<file path="src/core/usb_mon_regs.svh">
`ifndef USB_MON_REGS_SVH
`define USB_MON_REGS_SVH

// register byte offsets
`define REG_CTRL_OFFSET     8'h00
`define REG_STATUS_OFFSET   8'h04
`define REG_MASK_OFFSET     8'h08

// usb_clock_reset_control field positions
`define GENERAL_FLAG_BIT    26
`define RESUME_FLAG_BIT     25
`define ACTIVITY_FLAG_BIT   24
`define EVENT_LSB           24
`define EVENT_MSB           26
`define RESERVED_ONE_BIT    15
`define ID_OVR_EN_BIT       9
`define ID_OVR_VAL_BIT      8
`define PHY_ID_MON_EN_BIT   7
`define VBUS_MON_EN_BIT     6
`define A_SESS_MON_EN_BIT   5
`define B_SESS_MON_EN_BIT   4
`define SESS_END_MON_EN_BIT 3
`define GENERAL_IE_BIT      2
`define RESUME_IE_BIT       1
`define ACTIVITY_IE_BIT     0

// byte lane holding the event flags
`define EVENT_LANE          3

// byte lanes holding the control fields
`define CTRL_LOW_LANE       0
`define ID_OVR_LANE         1

// reset values
`define EVENT_FLAGS_RESET   3'h1
`define CTRL_LOW_RESET      8'h00
`define ID_OVR_RESET        2'h0
`define MASK_RESET          3'h0
`define ID_IDLE_LEVEL       1'h1

// axi responses
`define RESP_OKAY           2'h0
`define RESP_SLVERR         2'h2

`endif

</file>
<file path="src/core/usb_mon_pkg.sv">
package usb_mon_pkg;

  // raw levels from the transceiver
  typedef struct packed {
    logic id;
    logic vbus_valid;
    logic a_sess_valid;
    logic b_sess_valid;
    logic sess_end;
  } phy_sense_t;

  // monitor enables driven to the transceiver
  typedef struct packed {
    logic id_mon;
    logic vbus_valid_mon;
    logic a_sess_mon;
    logic b_sess_mon;
    logic sess_end_mon;
  } mon_enable_t;

  // monitored otg levels seen by the controller
  typedef struct packed {
    logic otg_id;
    logic vbus_valid;
    logic a_sess_valid;
    logic b_sess_valid;
    logic sess_end;
  } otg_status_t;

  // event order matches flag bits 26..24
  typedef struct packed {
    logic general;
    logic resume;
    logic activity;
  } usb_events_t;

endpackage

</file>
<file path="src/core/sticky_flags.sv">
`timescale 1ns/100ps
module sticky_flags import usb_mon_pkg::*; #(
  parameter int                W         = 3,
  parameter logic [W-1:0]      RESET_VAL = '0
) (
  // clock and reset
  input  wire logic         aclk,
  input  wire logic         aresetn,
  // set and clear strobes
  input  wire logic [W-1:0] set,
  input  wire logic [W-1:0] clr,
  // flag state
  output logic [W-1:0]      flags
);

  typedef struct packed {
    logic [W-1:0] flags;
  } flag_state_t;

  flag_state_t s;
  flag_state_t next_s;

  // a set in the clearing cycle is kept
  always_comb begin
    next_s = s;
    next_s.flags = (s.flags & ~clr) | set;
  end

  always_ff @(posedge aclk) begin
    if (!aresetn) begin
      s.flags <= RESET_VAL;
    end else begin
      s <= next_s;
    end
  end

  assign flags = s.flags;

endmodule

</file>
<file path="src/core/usb_phy_status.sv">
// The placing of the registers and register access over AXI4-Lite were chosen for this implementation.
`timescale 1ns/100ps
`include "usb_mon_regs.svh"
module usb_phy_status import usb_mon_pkg::*; #(
  parameter int AW = 8
) (
  // clock and reset
  input  wire logic          aclk,
  input  wire logic          aresetn,
  // axi4-lite write address
  input  wire logic [AW-1:0] awaddr,
  input  wire logic          awvalid,
  output logic               awready,
  // axi4-lite write data
  input  wire logic [31:0]   wdata,
  input  wire logic [3:0]    wstrb,
  input  wire logic          wvalid,
  output logic               wready,
  // axi4-lite write response
  output logic [1:0]         bresp,
  output logic               bvalid,
  input  wire logic          bready,
  // axi4-lite read address
  input  wire logic [AW-1:0] araddr,
  input  wire logic          arvalid,
  output logic               arready,
  // axi4-lite read data
  output logic [31:0]        rdata,
  output logic [1:0]         rresp,
  output logic               rvalid,
  input  wire logic          rready,
  // usb bus events
  input  wire logic          bus_event,
  input  wire logic          bus_activity,
  input  wire logic          resume_detect,
  input  wire logic          bus_suspended,
  // transceiver side
  input  wire phy_sense_t    phy_sense,
  output mon_enable_t        mon_enable,
  output otg_status_t        otg_status,
  // interrupt
  output logic               irq
);

  ////////////////////////////////////////////////////////////////////////////

  typedef struct packed {
    logic          awready;
    logic          wready;
    logic          aw_hold;
    logic          w_hold;
    logic [AW-1:0] waddr;
    logic [31:0]   wdata;
    logic [3:0]    wstrb;
    logic          bvalid;
    logic [1:0]    bresp;
    logic          arready;
    logic          rvalid;
    logic [1:0]    rresp;
    logic [31:0]   rdata;
    logic [7:0]    ctrl_low;
    logic [1:0]    id_ovr;
    logic [2:0]    mask;
    mon_enable_t   mon;
    otg_status_t   otg;
    logic          irq;
  } state_t;

  state_t      s;
  state_t      next_s;
  usb_events_t flags;
  usb_events_t set_ev;
  usb_events_t clr_ev;
  logic [31:0] ctrl_word;
  logic [31:0] status_word;
  logic [31:0] mask_word;
  logic [2:0]  ie;
  logic        commit;
  logic        ovr_en;
  logic        ovr_val;
  logic        lane_ctrl_low;
  logic        lane_id_ovr;
  logic        lane_event;
  logic        wr_ctrl;
  logic        wr_status;
  logic [31:0] rd_word;
  logic [1:0]  rd_resp;

  ////////////////////////////////////////////////////////////////////////////
  // event capture

  // inputs are levels; a long pulse keeps setting, which is harmless
  always_comb begin
    set_ev.general = bus_event;
    set_ev.resume = resume_detect & bus_suspended;
    set_ev.activity = bus_activity;
  end

  sticky_flags #(
    .W         (`EVENT_MSB - `EVENT_LSB + 1),
    .RESET_VAL (`EVENT_FLAGS_RESET)
  ) u_flags (
    .aclk    (aclk),
    .aresetn (aresetn),
    .set     (set_ev),
    .clr     (clr_ev),
    .flags   (flags)
  );

  ////////////////////////////////////////////////////////////////////////////
  // register images

  // enables gate the irq; the general enable also gates the general flag read-back in ctrl_word, not in status_word
  assign ie = {s.ctrl_low[`GENERAL_IE_BIT], s.ctrl_low[`RESUME_IE_BIT],
               s.ctrl_low[`ACTIVITY_IE_BIT]};
  assign ovr_en = s.id_ovr[`ID_OVR_EN_BIT - `ID_OVR_VAL_BIT];
  assign ovr_val = s.id_ovr[0];

  always_comb begin
    ctrl_word = '0;
    ctrl_word[`RESERVED_ONE_BIT] = 1'b1;
    ctrl_word[`GENERAL_FLAG_BIT] = flags.general & ie[2];
    ctrl_word[`RESUME_FLAG_BIT] = flags.resume;
    ctrl_word[`ACTIVITY_FLAG_BIT] = flags.activity;
    ctrl_word[`ID_OVR_EN_BIT] = ovr_en;
    ctrl_word[`ID_OVR_VAL_BIT] = ovr_val;
    ctrl_word[7:0] = s.ctrl_low;
    status_word = '0;
    status_word[`EVENT_MSB:`EVENT_LSB] = flags;
    mask_word = '0;
    mask_word[`EVENT_MSB:`EVENT_LSB] = s.mask;
  end

  ////////////////////////////////////////////////////////////////////////////
  // write-side flag clears

  // response waits for both halves so a write always lands whole
  assign commit = s.aw_hold & s.w_hold;

  // only strobed lanes change their fields
  assign lane_ctrl_low = s.wstrb[`CTRL_LOW_LANE];
  assign lane_id_ovr = s.wstrb[`ID_OVR_LANE];
  assign lane_event = s.wstrb[`EVENT_LANE];
  assign wr_ctrl = commit && (s.waddr == `REG_CTRL_OFFSET);
  assign wr_status = commit && (s.waddr == `REG_STATUS_OFFSET);

  always_comb begin
    clr_ev = '0;
    if (lane_event) begin
      if (wr_status) begin
        // write one to clear
        clr_ev = s.wdata[`EVENT_MSB:`EVENT_LSB];
      end else if (wr_ctrl) begin
        clr_ev.activity = ~s.wdata[`ACTIVITY_FLAG_BIT];
      end
    end
  end

  ////////////////////////////////////////////////////////////////////////////
  // read mux

  // word latched at the address handshake, so rdata holds while rready waits
  always_comb begin
    rd_word = '0;
    rd_resp = `RESP_OKAY;
    case (araddr)
      `REG_CTRL_OFFSET: begin
        rd_word = ctrl_word;
      end
      `REG_STATUS_OFFSET: begin
        rd_word = status_word;
      end
      `REG_MASK_OFFSET: begin
        rd_word = mask_word;
      end
      default: begin
        rd_resp = `RESP_SLVERR;
      end
    endcase
  end

  ////////////////////////////////////////////////////////////////////////////
  // next state

  always_comb begin
    next_s = s;

    // write address and data taken in either order
    if (awvalid && s.awready) begin
      next_s.aw_hold = 1'b1;
      next_s.waddr = awaddr;
    end
    if (wvalid && s.wready) begin
      next_s.w_hold = 1'b1;
      next_s.wdata = wdata;
      next_s.wstrb = wstrb;
    end

    // held word applied one edge after the later handshake
    if (commit) begin
      next_s.aw_hold = 1'b0;
      next_s.w_hold = 1'b0;
      next_s.bvalid = 1'b1;
      next_s.bresp = `RESP_OKAY;
      case (s.waddr)
        `REG_CTRL_OFFSET: begin
          if (lane_id_ovr) begin
            next_s.id_ovr = s.wdata[`ID_OVR_EN_BIT:`ID_OVR_VAL_BIT];
          end
          if (lane_ctrl_low) begin
            next_s.ctrl_low = s.wdata[7:0];
          end
        end
        `REG_STATUS_OFFSET: begin
          next_s.bresp = `RESP_OKAY;
        end
        `REG_MASK_OFFSET: begin
          if (lane_event) begin
            next_s.mask = s.wdata[`EVENT_MSB:`EVENT_LSB];
          end
        end
        default: begin
          next_s.bresp = `RESP_SLVERR;
        end
      endcase
    end else if (s.bvalid && bready) begin
      next_s.bvalid = 1'b0;
    end

    // one write in flight; ready again once response is gone
    next_s.awready = ~next_s.aw_hold & ~next_s.bvalid;
    next_s.wready = ~next_s.w_hold & ~next_s.bvalid;

    // read channel
    if (arvalid && s.arready) begin
      next_s.rvalid = 1'b1;
      next_s.rresp = rd_resp;
      next_s.rdata = rd_word;
    end else if (s.rvalid && rready) begin
      next_s.rvalid = 1'b0;
    end
    next_s.arready = ~next_s.rvalid;

    // monitor enables follow the control bits
    // id monitoring enable
    next_s.mon.id_mon = s.ctrl_low[`PHY_ID_MON_EN_BIT];
    next_s.mon.vbus_valid_mon = s.ctrl_low[`VBUS_MON_EN_BIT];
    next_s.mon.a_sess_mon = s.ctrl_low[`A_SESS_MON_EN_BIT];
    next_s.mon.b_sess_mon = s.ctrl_low[`B_SESS_MON_EN_BIT];
    next_s.mon.sess_end_mon = s.ctrl_low[`SESS_END_MON_EN_BIT];

    if (ovr_en) begin
      next_s.otg.otg_id = ovr_val;
    end else if (s.ctrl_low[`PHY_ID_MON_EN_BIT]) begin
      next_s.otg.otg_id = phy_sense.id;
    end else begin
      // unmonitored id parks at the b-device level
      next_s.otg.otg_id = `ID_IDLE_LEVEL;
    end
    // levels pass only while their monitor is on
    // gate vbus valid
    next_s.otg.vbus_valid = phy_sense.vbus_valid & s.ctrl_low[`VBUS_MON_EN_BIT];
    next_s.otg.a_sess_valid = phy_sense.a_sess_valid & s.ctrl_low[`A_SESS_MON_EN_BIT];
    next_s.otg.b_sess_valid = phy_sense.b_sess_valid & s.ctrl_low[`B_SESS_MON_EN_BIT];
    next_s.otg.sess_end = phy_sense.sess_end & s.ctrl_low[`SESS_END_MON_EN_BIT];

    next_s.irq = |(flags & s.mask & ie);
  end

  ////////////////////////////////////////////////////////////////////////////
  // state register

  always_ff @(posedge aclk) begin
    if (!aresetn) begin
      // readies low in reset; they rise one edge after release
      s.awready <= 1'b0;
      s.wready <= 1'b0;
      s.aw_hold <= 1'b0;
      s.w_hold <= 1'b0;
      s.waddr <= '0;
      s.wdata <= '0;
      s.wstrb <= '0;
      s.bvalid <= 1'b0;
      s.bresp <= `RESP_OKAY;
      s.arready <= 1'b0;
      s.rvalid <= 1'b0;
      s.rresp <= `RESP_OKAY;
      s.rdata <= '0;
      s.ctrl_low <= `CTRL_LOW_RESET;
      s.id_ovr <= `ID_OVR_RESET;
      s.mask <= `MASK_RESET;
      s.mon <= '0;
      s.otg <= '0;
      s.irq <= 1'b0;
    end else begin
      s <= next_s;
    end
  end

  ////////////////////////////////////////////////////////////////////////////
  // outputs straight from the state register
  // no gate between flop and pin, so output timing never depends on inputs

  assign awready = s.awready;
  assign wready = s.wready;
  assign bvalid = s.bvalid;
  assign bresp = s.bresp;
  assign arready = s.arready;
  assign rvalid = s.rvalid;
  assign rresp = s.rresp;
  assign rdata = s.rdata;
  assign mon_enable = s.mon;
  assign otg_status = s.otg;
  assign irq = s.irq;

endmodule

</file>
<file path="config.mk">
export PLATFORM = sky130hd
export DESIGN_NAME = usb_phy_status
export DESIGN_NICKNAME = d
export VERILOG_FILES = /design/src/core/usb_mon_pkg.sv /design/src/core/sticky_flags.sv /design/src/core/usb_phy_status.sv
export VERILOG_INCLUDE_DIRS = /design/src /design/src/core
export SDC_FILE = /design/constraint.sdc
export NUM_CORES = 1
export LEC_CHECK = 0
export ABC_AREA = 0
export BUFFER_PORTS_ARGS = -buffer_cell sky130_fd_sc_hd__clkbuf_2
export CELL_PAD_IN_SITES_DETAIL_PLACEMENT = 1
export CELL_PAD_IN_SITES_GLOBAL_PLACEMENT = 2
export CORE_MARGIN = 3
export CORE_UTILIZATION = 27
export DETAILED_ROUTE_END_ITERATION = 8
export GPL_TIMING_DRIVEN = 0
export PLACE_DENSITY = 0.75
export SYNTH_ARGS = -nofsm -noshare
export SYNTH_HDL_FRONTEND = slang
export SYNTH_SLANG_ARGS = --single-unit
</file>
<file path="constraint.sdc">
create_clock -name aclk -period 2.2 [get_ports aclk]
set_input_delay 0.55 -clock aclk [delete_from_list [all_inputs] [get_ports aclk]]
set_output_delay 0.55 -clock aclk [all_outputs]
set_load 0.01 [all_outputs]
</file>
; Word-level counts from Yosys, hierarchy flattened
; Cells that the tools add are included.
[classes]
eq_ne = 4
muxes = 16
bitwise = 19
reduce_logical = 15
[op_table]
columns = operator, n
row1 = $pmux 27 s3, 1
row2 = $eq 8x3->1 const B, 2
row3 = $eq 8x4->1 const B, 2
row4 = $logic_not 8->1, 2
row5 = $mux 1, 10
row6 = $and 1x1->1, 9
row7 = $and 3x3->3, 3
row8 = $reduce_and 3->1, 3
row9 = $reduce_or 3->1, 3
row10 = $mux 2, 4
row11 = $logic_and 1x1->1, 7
row12 = $not 1->1, 5
row13 = $mux 3, 1
row14 = $not 3->3, 1
row15 = $or 3x3->3, 1
[totals]
register_bits = 109
out_inout_bits = 52

; Logic depth before layout (Yosys ltp)
[logic_depth]
word_depth = 8
mapped_depth = 6
depth_no_buf = 4

; By module
; Synthesis repeated with hierarchy kept, for this count alone.
[hier_totals]
hier_cells = 352
area_unflattened_um2 = 3118.0
[modules_own_cells]
columns = mod, instances, cells_each, area_each_um2, seq_area_each_um2
row1 = usb_phy_status, 1, 343, 3001.6, 1421.4
row2 = sticky_flags, 1, 9, 116.4, 60.1

; Least setup slack after synthesis
; OpenSTA, ideal clock, no wires.
[synth_timing]
path_type = input port to flip-flop
start = in araddr[5]
end = reg rdata[1] (netlist name)
setup_time_ns = 0.064
arrival_time_ns = 1.647
t_required_ns = 2.136
slack_ns = 0.490
stages = 5
cell_sequence = or4_4 > nor4_4 > buf_6 > a22oi_2 > nor2_2
[synth_via]
elab_chain_len = 2
word_cells_on_any_way = 4
cone_classes = eq/ne (2) / mux (1) / reduce/logical (1)
[synth_rtl]
columns = element, line_no
row1 = start: declaration, usb_phy_status.sv:24  ; input wire logic [AW-1:0] araddr,
row2 = $eq 8x4->1 (tied with other cells), usb_phy_status.sv:166  ; case (araddr)
row3 = $pmux 27 s3 *, usb_phy_status.sv:166
; Every way passes the cells marked *; elsewhere a longest branch is shown, timed or not.
; A chain may end at the register's enable or synchronous reset.

; Final worst setup path
[layout_timing]
start = reg s[104] (netlist name)
end = reg s, in the netlist ctrl_word[3]
[layout_via]
elab_chain_len = 2
[layout_rtl]
columns = element, line_no
row1 = start: declaration, usb_phy_status.sv:69  ; state_t s;
row2 = start signal: assignment, usb_phy_status.sv:296  ; s <= next_s;
row3 = $logic_not 8->1, usb_phy_status.sv:205  ; case (s.waddr)
row4 = $reduce_and 3->1 (no line), -
; Every way passes these cells.

==> flow_summary.toml <==
[status]
status = "complete, no violations"

[worst_setup_path]
path_cells = "nor4_2, nand4_1, clkbuf_1, nand2_1, o21ai_1"
critPathRequiredTime_ns = 2.40
critPathMaxFanout = 10
r2r-end = "ctrl_word[3]"
endpoint_kind = "register"
critPathLaunchType = "register"
rr_worst_depth = 5
r2r_start = "s[104]"
cp_slowest_cell = "nor4_2"
cp_data_arrival_time_ns = 1.87
rrSetupSlack_ns = 0.52
cp_slowest_stage_delay_ns = 0.38
worst-setup-path-type = "register to register"

[power_and_ir_drop]
leakagePower_nw = 1.79
power_w = 0.00332
p_per_area_nw_per_um2 = 815
ir_drop_mv = 0.449

[timing]
finalClockSkew_ns = 0.00764
maxSlewHeadroom = 0.601
fin_crit_sh = 0.762
tightest_slew_ns = 0.599
tns_ns = 0
setup_viol = 0
clock.fmax_mhz = 597
rsz0062_at_grt = "false"
hold_violations = 0
finalMaxSlewViolations = 0
min_period_ns = 1.68
worst_hold_slack_ns = 0.423

[cts]
cts_resized = 0
cts_setup_buffers = 0
cts_sinks = 74
hold_buffers = 0
h-tree-depth = 3
clk_pin_slew_ns = 0.06
root_buffer = "clkbuf_16"
insertion_delay_ns = 0.33
clockBufferDepth = 2
cts_tree = "done"
cts_buffers = 9

[place]
placedCellCount = 590
port_buffers = 77
dpl.hpwl_um = 6080
place_congestion = 0.713

[drt]
ant_nets = 0
wirelength_um = 7800
drc_errors = 0
via_count = 2588
avgViaCountPerCell = 4.27
drt_first_pass_iters = 4
drtIter0Drc = 59
wire_per_inst_um = 12.9

[final_layout]
layout.cells.non_filler = 606
fin_nets = 529
final_util = 0.369
drive_gt1_frac = 0.365
diodes = 0
nFillCells = 1365
area_growth_pct = 31.4
most-common-layout-cells = "81 x nand2_1, 77 x clkbuf_2, 74 x dfxtp_1"
layout_commonest_cell = "nand2_1"

[synthesis]
ys_seq_elements = 74
yosys.area_share.adder = 0
synth-simple-area-share = 0.221
synth_area_um2 = 3100
yosysSeqAreaShare = 0.478
synth_top_family_by_area = "simple AND/OR/NAND/NOR gates"
synthCells = 354
muxShareOfSynthArea = 0.0170
synth_xor_area_frac = 0.00283
avgSynthCellArea_um2 = 8.75
synth_cell_types = 41
synth_compound_area_frac = 0.136
yosysWarnings = 0

[grt]
gr-total-overflow = 0
grt_pass1_vias = 2612
grt_pass1_wl_um = 12800
gr-usage-all-layers = 0.126
grt_antenna_before_repair = 0
grt_max_degree = 14

[worst_hold_path]
hold_depth = 2
holdCritStartpoint = "bus_activity"
hold_class = "primary input to register"
min_delay_worst_endpoint = "u_flags.flags[0]"

[die]
io_pins = 120
die_w_um = 113
die_h_um = 113
core_area_um2 = 11000
die-area_um2 = 12800
start_util = 0.281
fp-row-count = 38

[run]
maxCapViolCount = 0
## through the flow
stage                     cell area, µm²  setup slack, ns
after floorplan                     3170            0.490
after global placement              3730            0.157
after detailed placement            3730            0.165
after CTS                           4070            0.488
after global routing                4070            0.316
final                               4070            0.524
## critical path: cells and delay by family, from the launching register on
kind,cells,cell delay [ns]
AND/OR/NAND/NOR,3,0.84
AO/OA/AOI/OAI,1,0.06
buffers and inverters,1,0.33
flip-flops,1,0.32
## routing by layer
layer	global-route usage	vias to the layer above	wire length (µm)
li1	-	1335	-
met1	0.159	1179	3650
met2	0.201	68	3650
met3	0.0396	6	414
met4	0.0457	0	81
met5	0	-	0
## cell families after synthesis
family | count (synthesis)
AOI/OAI and AO/OA | 66
xor gates and xnor gates | 1
buffers and inverters | 69
DFF | 74
muxes | 5
other | 1
and+or+nand+nor | 138
## area by class of cell
type,instances,area [µm²],area share
Sequential cell,74,1480,0.364
Multi-Input combinational cell,230,1240,0.305
Timing Repair Buffer,77,385,0.0946
Inverter,6,22.5,0.00553
Buffer,63,423,0.104
Tap cell,140,175,0.0430
Clock buffer,9,225,0.0553
Clock inverter,7,118,0.0289
## how the worst max path moves through the flow
stage | start | endpoint | slack [ns] | depth (start not counted)
final | s[104] | ctrl_word[3] | 0.52 | 5
after global routing | s[104] | ctrl_word[3] | 0.32 | 5
after CTS | s[104] | ctrl_word[3] | 0.49 | 5
after detailed placement | aresetn | s[68] | 0.17 | 5
after global placement | aresetn | bvalid | 0.16 | 5
after floorplan | araddr[5] | rdata[1] | 0.49 | 5
## synth_stat cells (all sizes together)
master / instances / area [µm²]
nand2: 82 / 315
dfxtp: 74 / 1480
buf: 51 / 378
a21oi: 36 / 184
nor2: 16 / 85.1
clkbuf: 12 / 45.0
o21ai: 12 / 60.1
nand3: 11 / 55.1
a22oi: 10 / 120
and2: 9 / 56.3
inv: 6 / 22.5
and3: 5 / 31.3
mux2i: 3 / 30.0
nor3: 3 / 20.0
a31oi: 2 / 12.5
mux2: 2 / 22.5
nand2b: 2 / 12.5
nand4: 2 / 12.5
nand4b: 2 / 17.5
nor4: 2 / 33.8
o22ai: 2 / 12.5
a211o: 1 / 8.76
a211oi: 1 / 7.51
a311oi: 1 / 8.76
and4b: 1 / 10.0
and4bb: 1 / 12.5
conb: 1 / 3.75
nand4bb: 1 / 11.3
o32ai: 1 / 8.76
or4: 1 / 11.3
xnor2: 1 / 8.76
## power by group
part | switching (W) | leakage, nW | internal, W | total, W
sequential | 0.0000271 | 0.601 | 0.00138 | 0.00140
clock | 0.000567 | 0.169 | 0.00111 | 0.00167
combinational | 0.000138 | 1.02 | 0.000106 | 0.000244
total | 0.000733 | 1.79 | 0.00259 | 0.00332
## registers in the layout (all words and copies together), names as in the netlist, 3 cells and up
name / flops
rdata: 14
mask_word: 3
mon_enable: 5
ctrl_word: 10
otg_status: 5
s: 23
u_flags.flags: 3
Note: power is estimated with default switching activity, not from simulation.
